--- config.mk ---
export PLATFORM = sky130hd
export DESIGN_NAME = clp_policy
export DESIGN_NICKNAME = d
export VERILOG_FILES = /design/src/core/clp_pkg.sv /design/src/core/clp_zone_if.sv /design/src/core/clp_policy.sv /design/src/core/clp_zone.sv
export SDC_FILE = /design/constraint.sdc
export NUM_CORES = 1
export LEC_CHECK = 0
export CAP_MARGIN = 20
export CORE_ASPECT_RATIO = 2
export CORE_MARGIN = 2
export CORE_UTILIZATION = 54
export CTS_CLUSTER_DIAMETER = 50
export DETAILED_ROUTE_END_ITERATION = 10
export DONT_BUFFER_PORTS = 1
export PLACE_DENSITY = 0.69
export SYNTH_ARGS = -nofsm -noshare
export SYNTH_HDL_FRONTEND = slang
export SYNTH_SLANG_ARGS = --single-unit
--- constraint.sdc ---
create_clock -name clk -period 17.1 [get_ports clk]
set_clock_uncertainty 0.15 [all_clocks]
set_input_delay 3.42 -clock clk [delete_from_list [all_inputs] [get_ports clk]]
set_output_delay 3.42 -clock clk [all_outputs]
set_load 0.02 [all_outputs]
--- src/core/clp_pkg.sv ---
package clp_pkg;

	// Charge state reported by the charge sequencer.
	typedef enum logic [2:0] {
		CLP_ST_IDLE  = 3'b000,
		CLP_ST_DEAD  = 3'b001,
		CLP_ST_SHORT = 3'b010,
		CLP_ST_PRE   = 3'b011,
		CLP_ST_FAST  = 3'b100,
		CLP_ST_FULL  = 3'b101,
		CLP_ST_TERM  = 3'b110,
		CLP_ST_FAULT = 3'b111
	} clp_chg_state_e;

	// Zone code delivered by the battery temperature comparators.
	typedef enum logic [2:0] {
		CLP_Z_COLD   = 3'b000,
		CLP_Z_COOL   = 3'b001,
		CLP_Z_NORMAL = 3'b010,
		CLP_Z_WARM   = 3'b011,
		CLP_Z_HOT    = 3'b100
	} clp_zone_e;

	localparam logic [7:0]  CLP_DEAD_CURRENT_MA = 8'h0a;
	localparam logic [6:0]  CLP_PCT_MIN         = 7'h01;
	localparam logic [6:0]  CLP_PCT_MAX         = 7'h64;
	localparam logic [6:0]  CLP_PCT_QUARTER     = 7'h19;
	localparam logic [6:0]  CLP_PCT_HALF        = 7'h32;
	localparam logic [14:0] CLP_VIN_BASE_MV     = 15'h0fa0;
	localparam logic [14:0] CLP_VIN_STEP_MV     = 15'h0064;
	localparam logic [6:0]  CLP_PRE_PCT_0       = 7'h05;
	localparam logic [6:0]  CLP_PRE_PCT_1       = 7'h0a;
	localparam logic [6:0]  CLP_PRE_PCT_2       = 7'h0f;
	localparam logic [6:0]  CLP_PRE_PCT_3       = 7'h14;
	localparam logic [9:0]  CLP_WARM_DROP_1     = 10'h0c8;
	localparam logic [9:0]  CLP_WARM_DROP_2     = 10'h12c;
	localparam logic [9:0]  CLP_WARM_DROP_3     = 10'h190;
	localparam logic [9:0]  CLP_WARM_DROP_4     = 10'h1f4;
	localparam logic [9:0]  CLP_WARM_DROP_5     = 10'h258;
	localparam logic [9:0]  CLP_WARM_DROP_6     = 10'h2bc;
	localparam logic [9:0]  CLP_WARM_DROP_7     = 10'h2ee;
	localparam int          CLP_CLK_PERIOD_NS   = 50;
	localparam int          CLP_TICK_PERIOD_NS  = 1000;
	localparam int          CLP_TICK_CYCLES     = CLP_TICK_PERIOD_NS / CLP_CLK_PERIOD_NS;

endpackage

--- src/core/clp_zone_if.sv ---
`timescale 1ns/10ps
interface clp_zone_if;
	logic cold;
	logic cool;
	logic warm;
	logic hot;
	logic trip;
	logic zoned_on;
	modport zone (output cold, cool, warm, hot, trip, zoned_on);
	modport policy (input cold, cool, warm, hot, trip, zoned_on);
endinterface

--- src/core/clp_policy.sv ---
`timescale 1ns/10ps
// Notes on behaviour
// - Dead-battery state commands a fixed 10 mA, ignoring the fast, short and precharge percent fields.
// - Shorted-battery state commands a selectable fixed percentage of fast charge current.
// - Precharge state commands 5 to 20 percent of fast charge current.
// - Input limit equals hardware limit times 7-bit percent code, 1 to 100 percent.
// - Input code is kept as written; zero acts as 1, above 100 acts as 100.
// - Input current flag is high while regulating at the input current limit.
// - Input current regulation runs both safety timers at half rate.
// - Minimum input voltage is 4 V plus 100 mV per code step.
// - Input voltage flag is high while regulating at minimum input voltage.
// - Minimum input voltage regulation runs both safety timers at half rate.
// - Thermal monitor off ignores battery temperature; both algorithms need it zero.
// - Temperature outside limits reports a fault in both modes and halts charging in charge mode.
// - Zoned profile acts only when thermal monitor off and zoned off are zero.
// - Temperature-stopped safety timers hold their counts and resume from them.
// - Below the cold boundary all charging and both timers are suspended.
// - Cool zone fast current follows 2-bit field; code 00 suspends and stops timers.
// - Cool zone codes 01 to 11 leave termination voltage, short and precharge currents unchanged.
// - Warm zone with non-zero voltage field and current bit zero lowers termination by 200 to 750 mV.
// - Warm zone with voltage field 000 and current bit zero halves fast current.
// - Warm zone with current bit one leaves current and voltage unchanged.
// - Above the hot boundary all charging and both timers are suspended.
module clp_policy
	import clp_pkg::*;
#(
	parameter int TICK_CYCLES = CLP_TICK_CYCLES
)
(
	// Clock and reset
	input  wire logic           clk,
	input  wire logic           reset,
	// Charger mode and sequencer state
	input  wire logic           charge_mode,
	input  wire logic           reverse_mode,
	input  wire clp_chg_state_e chg_state,
	// Current configuration
	input  wire logic [6:0]     fast_pct_code,
	input  wire logic [1:0]     short_pct_field,
	input  wire logic [1:0]     precharge_pct_field,
	input  wire logic [6:0]     input_limit_pct_code,
	input  wire logic [6:0]     min_vin_code,
	// Regulation loop activity
	input  wire logic           in_current_reg_active,
	input  wire logic           in_voltage_reg_active,
	input  wire logic           die_temp_reg_active,
	// Battery temperature
	input  wire logic [2:0]     battery_temp_input,
	input  wire logic           temp_above_hot,
	input  wire logic           temp_below_cold,
	// Thermal configuration
	input  wire logic           thermal_monitor_off,
	input  wire logic           zoned_profile_off,
	input  wire logic [1:0]     cool_current_field,
	input  wire logic           warm_current_bit,
	input  wire logic [2:0]     warm_voltage_field,
	// Charge command
	output logic                fixed_current_en,
	output logic [7:0]          fixed_current_ma,
	output logic [13:0]         charge_bp,
	output logic [9:0]          vterm_drop_mv,
	// Input limits
	output logic [6:0]          input_limit_pct,
	output logic [14:0]         min_vin_mv,
	// Status
	output logic                in_current_reg_flag,
	output logic                in_voltage_reg_flag,
	output logic                temp_fault,
	output logic                charge_suspend,
	// Safety timer control
	output logic                timers_hold,
	output logic                lowbat_timer_tick,
	output logic                fast_timer_tick
);

	// The divider counts from zero to TICK_CYCLES-1 and gives one base tick per wrap.
	localparam int TW = $clog2(TICK_CYCLES + 1);
	localparam logic [TW-1:0] TICK_LAST = TW'(TICK_CYCLES - 1);

	// The zone decode sits in its own module, so the policy sees only exclusive zone flags.
	clp_zone_if zn ();

	clp_zone u_zone (
		.battery_temp_input  (battery_temp_input),
		.temp_above_hot      (temp_above_hot),
		.temp_below_cold     (temp_below_cold),
		.thermal_monitor_off (thermal_monitor_off),
		.zoned_profile_off   (zoned_profile_off),
		.zn                  (zn.zone)
	);

	// Clamps a percent code into 1..100 while the written code itself is left alone.
	function automatic logic [6:0] clamp_pct(input logic [6:0] code);
		logic [6:0] r;
		r = code;
		if (code == 7'h00) begin
			r = CLP_PCT_MIN;
		end else if (code > CLP_PCT_MAX) begin
			r = CLP_PCT_MAX;
		end
		return r;
	endfunction

	// Combinational decode.
	wire [6:0]  fast_eff;
	wire [6:0]  inlim_eff;
	wire [6:0]  short_pct;
	wire [6:0]  pre_pct;
	wire [6:0]  cool_mult;
	wire [6:0]  warm_mult;
	wire [6:0]  fast_mult;
	wire [6:0]  sel_mult;
	wire [13:0] sel_bp;
	wire [13:0] fast_eff_w;
	wire [13:0] sel_mult_w;
	wire [9:0]  warm_drop;
	wire [14:0] vin_mv;
	wire        cool_stop;
	wire        warm_keep;
	wire        warm_reduce_v;
	wire        warm_half_i;
	wire        suspend_all;
	wire        any_reg;
	wire        zone_half;
	wire        lowbat_state;
	wire        fast_state;
	wire        dead_state;

	assign fast_eff  = clamp_pct(fast_pct_code);
	assign inlim_eff = clamp_pct(input_limit_pct_code);

	assign short_pct = 7'h01 << short_pct_field;

	assign pre_pct = (precharge_pct_field == 2'h0) ? CLP_PRE_PCT_0 :
	                 (precharge_pct_field == 2'h1) ? CLP_PRE_PCT_1 :
	                 (precharge_pct_field == 2'h2) ? CLP_PRE_PCT_2 :
	                                                 CLP_PRE_PCT_3;

	// Cool zone only scales fast charge; 00 gives no current at all.
	assign cool_mult = (cool_current_field == 2'h0) ? 7'h00 :
	                   (cool_current_field == 2'h1) ? CLP_PCT_QUARTER :
	                   (cool_current_field == 2'h2) ? CLP_PCT_HALF :
	                                                  CLP_PCT_MAX;
	// Cool 00 also halts short and precharge charging and stops both timers.
	assign cool_stop = zn.cool & (cool_current_field == 2'h0);

	// The current bit overrides the voltage field in the warm zone.
	assign warm_keep     = warm_current_bit;
	assign warm_reduce_v = ~warm_current_bit & (warm_voltage_field != 3'h0);
	// With the voltage field clear the warm zone gives up current instead of voltage.
	assign warm_half_i   = ~warm_current_bit & (warm_voltage_field == 3'h0);
	assign warm_mult     = warm_half_i ? CLP_PCT_HALF : CLP_PCT_MAX;

	assign warm_drop = (!zn.warm || !warm_reduce_v)   ? 10'h000 :
	                   (warm_voltage_field == 3'h1) ? CLP_WARM_DROP_1 :
	                   (warm_voltage_field == 3'h2) ? CLP_WARM_DROP_2 :
	                   (warm_voltage_field == 3'h3) ? CLP_WARM_DROP_3 :
	                   (warm_voltage_field == 3'h4) ? CLP_WARM_DROP_4 :
	                   (warm_voltage_field == 3'h5) ? CLP_WARM_DROP_5 :
	                   (warm_voltage_field == 3'h6) ? CLP_WARM_DROP_6 :
	                                                  CLP_WARM_DROP_7;

	// The zone flags are exclusive, so the order of this selection never matters.
	assign fast_mult = zn.cool ? cool_mult :
	                   zn.warm ? warm_mult :
	                             CLP_PCT_MAX;

	// Short and precharge percentages ignore the cool and warm scaling.
	assign dead_state   = (chg_state == CLP_ST_DEAD);
	// The dead-battery state is counted by the low-battery timer as well.
	assign lowbat_state = (chg_state == CLP_ST_DEAD) |
	                      (chg_state == CLP_ST_SHORT) |
	                      (chg_state == CLP_ST_PRE);
	assign fast_state   = (chg_state == CLP_ST_FAST) |
	                      (chg_state == CLP_ST_FULL);

	assign sel_mult = (chg_state == CLP_ST_SHORT) ? short_pct :
	                  (chg_state == CLP_ST_PRE)   ? pre_pct :
	                  fast_state                  ? fast_mult :
	                                                7'h00;

	// Percent times percent gives hundredths of a percent of the hardware limit.
	// Both factors are widened first so the product keeps all of its bits.
	assign fast_eff_w = 14'(fast_eff);
	assign sel_mult_w = 14'(sel_mult);
	assign sel_bp     = fast_eff_w * sel_mult_w;

	// Cold, hot, simple threshold trip and cool 00 all stop charging.
	assign suspend_all = zn.trip | cool_stop;

	assign vin_mv = CLP_VIN_BASE_MV + 15'(15'(min_vin_code) * CLP_VIN_STEP_MV);

	// Several loops at once still give half rate, never a quarter.
	assign any_reg   = in_current_reg_active |
	                   in_voltage_reg_active |
	                   die_temp_reg_active;
	assign zone_half = (zn.cool & (cool_mult != 7'h00) & (cool_mult != CLP_PCT_MAX)) |
	                   (zn.warm & ~warm_keep);

	// Registered command outputs.
	logic        fixed_en_q;
	logic        fixed_en_d;
	logic [7:0]  fixed_ma_q;
	logic [13:0] bp_q;
	logic [13:0] bp_d;
	logic [9:0]  drop_q;
	logic [9:0]  drop_d;
	logic        halt_d;

	assign halt_d     = charge_mode & suspend_all;
	assign fixed_en_d = charge_mode & dead_state & ~halt_d;
	// Dead state and any halt give zero scaled current; the fixed command takes over in dead state.
	assign bp_d       = (!charge_mode || halt_d || dead_state) ? 14'h0000 : sel_bp;
	// The drop follows the zone even while suspended, so it is right as soon as charging resumes.
	assign drop_d     = charge_mode ? warm_drop : 10'h000;

	always_ff @(posedge clk) begin
		if (reset) begin
			fixed_en_q <= 1'b0;
			fixed_ma_q <= CLP_DEAD_CURRENT_MA;
			bp_q       <= 14'h0000;
			drop_q     <= 10'h000;
		end else begin
			fixed_en_q <= fixed_en_d;
			fixed_ma_q <= CLP_DEAD_CURRENT_MA;
			bp_q       <= bp_d;
			drop_q     <= drop_d;
		end
	end

	// Input limit decode and regulation status.
	// The flags mirror the loops in every mode, so they are visible in reverse mode too.
	logic [6:0]  inlim_q;
	logic [14:0] vin_q;
	logic        icur_flag_q;
	logic        ivolt_flag_q;

	always_ff @(posedge clk) begin
		if (reset) begin
			inlim_q      <= CLP_PCT_MAX;
			vin_q        <= CLP_VIN_BASE_MV;
			icur_flag_q  <= 1'b0;
			ivolt_flag_q <= 1'b0;
		end else begin
			inlim_q      <= inlim_eff;
			vin_q        <= vin_mv;
			icur_flag_q  <= in_current_reg_active;
			ivolt_flag_q <= in_voltage_reg_active;
		end
	end

	// Temperature fault and suspend.
	logic fault_q;
	logic suspend_q;
	wire  fault_d;

	// Reverse mode reports the fault but has no charge command to halt.
	assign fault_d = (charge_mode | reverse_mode) & zn.trip;

	always_ff @(posedge clk) begin
		if (reset) begin
			fault_q   <= 1'b0;
			suspend_q <= 1'b0;
		end else begin
			fault_q   <= fault_d;
			suspend_q <= halt_d;
		end
	end

	// Safety timer rate: a base tick, and a phase bit that passes every other tick.
	// Half rate skips every other base tick; the divider itself never changes speed.
	// A reset restarts the divider and phase, so the first tick follows a full divider period.
	logic [TW-1:0] div_q;
	logic [TW-1:0] div_d;
	logic          phase_q;
	logic          phase_d;
	wire           base_tick;

	assign base_tick = (div_q == TICK_LAST);
	assign div_d     = base_tick ? '0 : TW'(div_q + 1'b1);
	assign phase_d   = base_tick ? ~phase_q : phase_q;

	always_ff @(posedge clk) begin
		if (reset) begin
			div_q   <= '0;
			phase_q <= 1'b0;
		end else begin
			div_q   <= div_d;
			phase_q <= phase_d;
		end
	end

	// Stopped timers get no ticks and keep their count; nothing here clears them.
	// The divider keeps running while held, so counting resumes on the next regular tick.
	wire lowbat_half;
	wire fast_half;
	wire lowbat_tick_d;
	wire fast_tick_d;

	// Zone scaling leaves the low-battery timer at full speed; only the regulation loops slow it.
	assign lowbat_half = any_reg;
	assign fast_half   = any_reg | zone_half;

	assign lowbat_tick_d = charge_mode & lowbat_state & ~halt_d & base_tick &
	                       (~lowbat_half | phase_q);
	assign fast_tick_d   = charge_mode & fast_state & ~halt_d & base_tick &
	                       (~fast_half | phase_q);

	// Ticks are registered so each timer sees a clean one-cycle pulse.
	logic hold_q;
	logic lowbat_tick_q;
	logic fast_tick_q;

	always_ff @(posedge clk) begin
		if (reset) begin
			hold_q        <= 1'b0;
			lowbat_tick_q <= 1'b0;
			fast_tick_q   <= 1'b0;
		end else begin
			hold_q        <= halt_d;
			lowbat_tick_q <= lowbat_tick_d;
			fast_tick_q   <= fast_tick_d;
		end
	end

	// Output ports.
	assign fixed_current_en    = fixed_en_q;
	assign fixed_current_ma    = fixed_ma_q;
	assign charge_bp           = bp_q;
	assign vterm_drop_mv       = drop_q;
	assign input_limit_pct     = inlim_q;
	assign min_vin_mv          = vin_q;
	assign in_current_reg_flag = icur_flag_q;
	assign in_voltage_reg_flag = ivolt_flag_q;
	assign temp_fault          = fault_q;
	assign charge_suspend      = suspend_q;
	assign timers_hold         = hold_q;
	assign lowbat_timer_tick   = lowbat_tick_q;
	assign fast_timer_tick     = fast_tick_q;

endmodule

--- src/core/clp_zone.sv ---
`timescale 1ns/10ps
module clp_zone
	import clp_pkg::*;
(
	// Temperature sense
	input  wire logic [2:0] battery_temp_input,
	input  wire logic       temp_above_hot,
	input  wire logic       temp_below_cold,
	// Configuration
	input  wire logic       thermal_monitor_off,
	input  wire logic       zoned_profile_off,
	// Decoded zones
	clp_zone_if.zone        zn
);
	wire monitor_on;
	wire zoned_on;
	wire code_bad;

	assign monitor_on = ~thermal_monitor_off;
	assign zoned_on   = monitor_on & ~zoned_profile_off;
	// Codes beyond the hot zone are taken as hot so a broken comparator stops charging.
	assign code_bad   = battery_temp_input > CLP_Z_HOT;

	assign zn.zoned_on = zoned_on;
	assign zn.cold     = zoned_on & (battery_temp_input == CLP_Z_COLD);
	assign zn.cool     = zoned_on & (battery_temp_input == CLP_Z_COOL);
	assign zn.warm     = zoned_on & (battery_temp_input == CLP_Z_WARM);
	assign zn.hot      = zoned_on & ((battery_temp_input == CLP_Z_HOT) | code_bad);
	assign zn.trip     = zoned_on ? (zn.cold | zn.hot)
	                              : (monitor_on & (temp_above_hot | temp_below_cold));
endmodule

== Yosys cells after proc, flatten, opt, wreduce, memory -nomap -nowiden ==
Index checks and enable logic that the tools add are counted.

* $add $sub $neg: 2
* Shifts and indexed selects: 1
* Bitwise gates (word level): 46
* Equal/unequal tests: 20
* Reduce and logical (&&, ||, !) cells: 22
* Mux-type cells: 23
* $mul: 2
* Order comparisons: 3

{| class="wikitable"
|+ Operators by type and width
! operator !! count
|-
| 7-bit 2-to-1 mux || 14
|-
| 9-bit 2-to-1 mux || 3
|-
| 1-bit bitwise AND || 24
|-
| 3-bit == test, second input constant || 6
|-
| 8-bit 2-to-1 mux || 2
|-
| 12-bit by 14-bit adder with 15-bit output, first input constant || 1
|-
| 3-bit by 2-bit == test with 1-bit output, second input constant || 5
|-
| 5-bit 2-to-1 mux || 3
|-
| 7-bit greater-than comparator, second input constant || 2
|-
| 7-bit zero test || 2
|-
| 7-bit by 7-bit multiplier with 14-bit output || 1
|-
| 1-bit OR || 14
|-
| 7-bit by 5-bit multiplier with 12-bit output, second input constant || 1
|-
| 3-bit by 1-bit == test with 1-bit output, second input constant || 3
|-
| 1-bit inverter || 8
|-
| 8-bit OR reduction || 1
|-
| 7-bit != test, second input constant || 1
|-
| 7-bit nonzero test || 1
|-
| 7-bit OR reduction || 1
|-
| 1-bit by 2-bit left shift with 7-bit output, first input constant || 1
|-
| 3-bit zero test || 2
|-
| 3-bit OR reduction || 2
|-
| 5-bit by 1-bit adder with 5-bit output, second input constant || 1
|-
| 5-bit == test, second input constant || 1
|-
| other kinds (11) || 19
|}

* Output and inout port bits: 62
* Flip-flop bits (word level): 59
* Word-level logic and storage cells: 137
* Bits of input ports: 48

== Longest topological paths before layout ==
* Depth after elaboration: 12
* Gate-level depth with buffers: 21
* Depth with buffers taken out: 21

== By module ==
A second synthesis with hierarchy kept.

* Cells, all modules: 504
* Area, all modules: 4,416.7 µm²

{| class="wikitable"
|+ Modules (own cells, without submodules)
! module !! seq. area each (µm²) !! cells each !! times used !! area an instance (µm²)
|-
| clp_policy || 1,101.1 || 493 || 1 || 4,351.7
|-
| clp_zone || 0.0 || 11 || 1 || 65.1
|}

== Least setup slack after synthesis ==
OpenSTA, ideal clock, no wires.

* Kind: in2reg
* Start point: input thermal_monitor_off
* End point: register bp_q[11] (netlist: charge_bp[11])
* Slack: 9.039 ns
* Setup time: 0.121 ns
* Buffers on the path: 0
* Arrival time: 7.790 ns
* Cell stages on the path: 18
* Required time: 16.829 ns
* Path through: and4bb_2 nand2_1 nor4_2 a21oi_1 o22a_1 or2_1 fa_1 fa_1 inv_1 fa_1 inv_1 fa_1 inv_1 ha_1 o211ai_1 or3_1 a21oi_1 nor3b_1

* Word-level cells in the longest chain between the ends: 10
* Elaborated cells between the ends (all ways): 21
* Classes of those cells: mul: 1; mux: 6; bitwise: 11; reduce/logical: 3

{| class="wikitable"
|+ Ends and longest elaborated chain
! item !! RTL line !! source
|-
| from (decl) || clp_policy.sv:52 || <nowiki>input wire logic thermal_monitor_off,</nowiki>
|-
| 1-bit inverter * || clp_zone.sv:19 || <nowiki>assign monitor_on = ~thermal_monitor_off;</nowiki>
|-
| parallel branches: the longest is 9 deep, another holds 7-bit by 7-bit multiplier with 14-bit output || - ||
|-
| to (signal assigned) || clp_policy.sv:226 || <nowiki>bp_q <= bp_d;</nowiki>
|-
| to (decl) || clp_policy.sv:204 || <nowiki>logic [13:0] bp_q;</nowiki>
|}

Mark *: on every way between the ends.
A chain may end at the register's enable or synchronous reset.

== Worst setup path after layout ==
Same ends and word-level chain as after synthesis.

==> results.txt <==
----------------------------------------------------
[Logic synthesis]
  Sequential area share after synthesis ... 0.249
  Mux contribution to synthesized area ... 0.00453
  Synth warnings ... 0
  Number of synthesized flops with an enable pin ... 0
  Netlist Area Pre-Place ... around 4400 um2
  Synth cell types ... 54
  Compound-cell area share of the yosys netlist ... 0.106
  #FFs+latches synth ... 55
  Post-synthesis share of cell area spent on xor and xnor gates ... 0.0396
  Post-synthesis share of cell area spent on and, or, nand and nor gates ... 0.211
  Mean Syn Cell Area ... ~9 um2
  Top flip-flop cell by instance count after synthesis ... sky130_fd_sc_hd__dfxtp_1
  Post-Syn Instances ... 503
  Combinational family with the most area after synthesis ... adder cells
  Async set-or-reset flop fraction in the synthesized netlist ... 0
  Adder-cell share of the synthesized area ... 0.315

[Timing]
  Relative slew margins ... 0.559
  Fin crit period ... between 8 and 9 ns
  Hold Fails Final Rpt ... 0
  Transition time at the pin with the least slew margin ... about 0.66 ns
  Setup tns final ... 0 ns
  Maximum achievable frequency ... ~120 MHz
  Setup repair after global routing missed its margin ... false
  Setup violations, final ... 0
  Pins Over Slew Limit ... 0
  Share of the clock period used by the worst path after layout ... 0.479

[Floorplan]
  Core Footprint ... 7940 um2
  Cell Rows ... 46
  Die height ... about 130 um
  Starting density of the core ... 0.557
  Boundary Pins ... 110
  Die Span X ... between 60 and 70 um
  Full die area ... around 9000 um2

[Setup path]
  Endpoint class of the critical path ... flop
  Slowest stage cell on the critical path ... sky130_fd_sc_hd__fa_1
  Critical setup path kind ... in2reg
  Sequence of cells on the critical path ... and4bb_2, nand2_1, nor4_2, a21oi_1, o22a_1, or2_1, fa_1, fa_1, inv_1, fa_1, inv_1, fa_1, inv_1, ha_1, o211ai_1, or3_1, a21oi_1, nor3b_1
  Worst EP arrival ... a little over 8 ns
  Max Fanout on Critical Path ... 7
  Critical path's most frequent cell ... sky130_fd_sc_hd__fa_1
  Top delay family on crit path ... adder cells
  Worst Path Required ... ~17 ns
  Largest incremental delay on the critical path ... 0.55 ns
  Type of element launching the critical path ... input port
  Critical path buffers and inverters ... 3

[Cells and area]
  Combined area of the multi-input logic cells ... ~3000 um2
  Filler cells ... around 740
  Share of layout cells above drive strength 1 ... 0.0379
  Layout area overhead ... 4.36%
  Post-layout net count ... about 640
  Final Util ... 0.581
  Sequential Area ... approximately 1100 um2
  Number of diodes added for antenna fixing ... 0

[Drt]
  Vias post-DR ... ~3400
  Average wire length per cell after detail routing ... 16.5 um
  Number of vias per cell ... 5.68
  Met1 routed wirelength after detailed routing ... between 3 and 4 mm
  Detailed route wirelength on metal3 ... 356 um
  Detailed Routing Iterations Pass 1 ... 4
  Violation count after the first detailed-routing iteration ... 132
  ANT nets after route ... 0
  Final routed DRC violation total ... 0
  Total Routed Length ... between 9 and 10 mm
  Total length of routed met2 wires ... around 5.9 mm
  Uppermost layer routed ... met4

[Global route]
  Antenna violations before repair ... 0
  Maximum number of pins on one net before global-route repair ... 24
  GR Util All Layers ... 0.234
  Global-route wire length before repair ... roughly 16 mm
  GRT overflow ... 0
  Vias in the first global route ... approximately 3500

[Clock network]
  Latest clock arrival within the worst-skew pair ... around 0.3 ns
  Clock buffer count from CTS ... 5
  TritonCTS clock tree ... built
  Clk pin slew, worst setup/hold paths ... around 0.080 ns
  CTS HTree Levels ... 2
  Clock tree root driver cell ... sky130_fd_sc_hd__clkbuf_16
  Num Clock Sinks ... 55
  Count of buffers added by post-CTS timing repair for setup ... 0
  Maximum clock path buffer count ... 2
  Number of gates given a new drive strength after cts ... 0
  Number of hold buffers added after cts ... 0

[Placed design]
  Count of input and output buffers ... 0
  GPL Wtd Cong ... 0.902
  Post-detail-place hpwl ... around 8.3 mm

[Run status]
  Result of the run ... finished, final reports clean

[Hold path]
  Type of the worst min-delay path ... reg2reg

[Pwr]
  Worst ir drop on vdd ... about 0.089 mV
  Leakage power ... between 2 and 2.5 nW
  Power density over the cells ... between 70 and 80 nW/um2

[Run]
  Max-cap violation count ... 0

----------------------------------------------------
[layout by cell type (no fill, tap or decap), types with 10 or more instances in the layout]
cell type,n
sky130_fd_sc_hd__nor2_1,61
sky130_fd_sc_hd__inv_1,52
sky130_fd_sc_hd__dfxtp_1,55
sky130_fd_sc_hd__nand3_1,14
sky130_fd_sc_hd__fa_1,26
sky130_fd_sc_hd__xnor2_1,14
sky130_fd_sc_hd__ha_1,69
sky130_fd_sc_hd__o21ai_0,10
sky130_fd_sc_hd__nor2b_1,17
sky130_fd_sc_hd__conb_1,11
sky130_fd_sc_hd__nand2_1,23
sky130_fd_sc_hd__nor3_1,15
sky130_fd_sc_hd__a21oi_1,28
[layer usage]
layer / vias up / GRT usage
li1: 1659 / -
met1: 1622 / 0.208
met2: 92 / 0.478
met3: 19 / 0.0410
met4: 0 / 0.0789
met5: - / 0
[layout make-up]
| type | count | share of cell area |
|---|---|---|
| repair buffers | 1 | 0.00108 |
| well taps | 96 | 0.0260 |
| flip-flops and latches | 55 | 0.239 |
| clock buffers | 5 | 0.0271 |
| multi-input cells | 384 | 0.657 |
| inverters | 53 | 0.0431 |
| clock inverters | 3 | 0.00732 |
[sequential cells by signal, indices dropped and copies added (netlist names)]
name and cells:
charge_bp 14, div_q 5, fast_timer_tick 1, fixed_current_en 1, in_current_reg_flag 1, in_voltage_reg_flag 1, input_limit_pct 7, lowbat_timer_tick 1
min_vin_mv 13, phase_q 1, temp_fault 1, timers_hold 1, vterm_drop_mv 8
[stage by stage]
step                power [mW]  instance area [um2]  cells  hold WS [ns]  setup WS [ns]
finish                   0.367                 4610    597         0.305           8.91
global route             0.392                 4610    597         0.331           8.65
CTS                      0.371                 4610    596         0.314           8.54
detailed placement       0.261                 4450    588         0.303           8.23
global placement         0.260                 4450    588         0.287           8.36
floorplan                0.242                 4460    512         0.282           9.04
[where the power goes]
part	leakage [nW]	switching (mW)	internal, mW
registers	0.450	0.0167	0.138
clock network	0.0776	0.0525	0.0568
logic	1.68	0.0604	0.0426
total	2.21	0.130	0.237
[final timing paths]
| kind | startpoint | slack (ns) | cells past startpoint | endpoint |
|---|---|---|---|---|
| worst max-delay path | thermal_monitor_off | 8.91 | 18 | charge_bp[11] |
| worst min-delay path | div_q[0] | 0.30 | 1 | div_q[0] |
| worst max register to register | div_q[0] | 15.31 | 5 | lowbat_timer_tick |
| worst min register to register | div_q[0] | 0.30 | 1 | div_q[0] |
[worst reg2reg max path: cells and delay by family, from the launching register on]
| family | cells | cell delay [ns] |
|---|---|---|
| and+or+nand+nor | 4 | 0.98 |
| DFF | 1 | 0.36 |
| adders and majority gates | 1 | 0.23 |
[cells by family after synthesis]
logic type	Yosys count
compound gates	73
xor+xnor	20
fa+ha+maj	96
buf+inv	73
flops	55
mux	2
other cells	2
simple gates	182
[synth_stat cells (2+ instances only)]
| library cell | instances | area [um2] |
|---|---|---|
| sky130_fd_sc_hd__and3_1 | 9 | 56.3 |
| sky130_fd_sc_hd__and2_1 | 6 | 37.5 |
| sky130_fd_sc_hd__o21ai_0 | 10 | 50.1 |
| sky130_fd_sc_hd__o21a_1 | 2 | 15.0 |
| sky130_fd_sc_hd__buf_4 | 13 | 97.6 |
| sky130_fd_sc_hd__o22a_1 | 2 | 17.5 |
| sky130_fd_sc_hd__nand3_1 | 14 | 70.1 |
| sky130_fd_sc_hd__o21ai_1 | 2 | 10.0 |
| sky130_fd_sc_hd__conb_1 | 2 | 7.51 |
| sky130_fd_sc_hd__nand3b_1 | 3 | 22.5 |
| sky130_fd_sc_hd__nor3_1 | 15 | 75.1 |
| sky130_fd_sc_hd__a21oi_1 | 28 | 140 |
| sky130_fd_sc_hd__a2111o_1 | 2 | 22.5 |
| sky130_fd_sc_hd__fa_1 | 26 | 521 |
| sky130_fd_sc_hd__mux2i_1 | 2 | 20.0 |
| sky130_fd_sc_hd__nor4_1 | 5 | 31.3 |
| sky130_fd_sc_hd__xor2_1 | 6 | 52.6 |
| sky130_fd_sc_hd__a21o_1 | 4 | 30.0 |
| sky130_fd_sc_hd__nor3b_1 | 5 | 37.5 |
| sky130_fd_sc_hd__inv_1 | 52 | 195 |
| sky130_fd_sc_hd__a31oi_1 | 2 | 12.5 |
| sky130_fd_sc_hd__nand2b_1 | 9 | 56.3 |
| sky130_fd_sc_hd__xnor2_1 | 14 | 123 |
| sky130_fd_sc_hd__nand2_1 | 23 | 86.3 |
| sky130_fd_sc_hd__clkbuf_1 | 6 | 22.5 |
| sky130_fd_sc_hd__ha_1 | 69 | 863 |
| sky130_fd_sc_hd__o211a_1 | 2 | 20.0 |
| sky130_fd_sc_hd__or2_2 | 5 | 31.3 |
| sky130_fd_sc_hd__nor2b_1 | 17 | 106 |
| sky130_fd_sc_hd__a211oi_1 | 2 | 15.0 |
| sky130_fd_sc_hd__nor2_1 | 61 | 229 |
| sky130_fd_sc_hd__dfxtp_1 | 55 | 1100 |
| sky130_fd_sc_hd__o21bai_1 | 8 | 60.1 |
| sky130_fd_sc_hd__or3_1 | 2 | 12.5 |
Note: power is estimated with default switching activity, not from simulation.
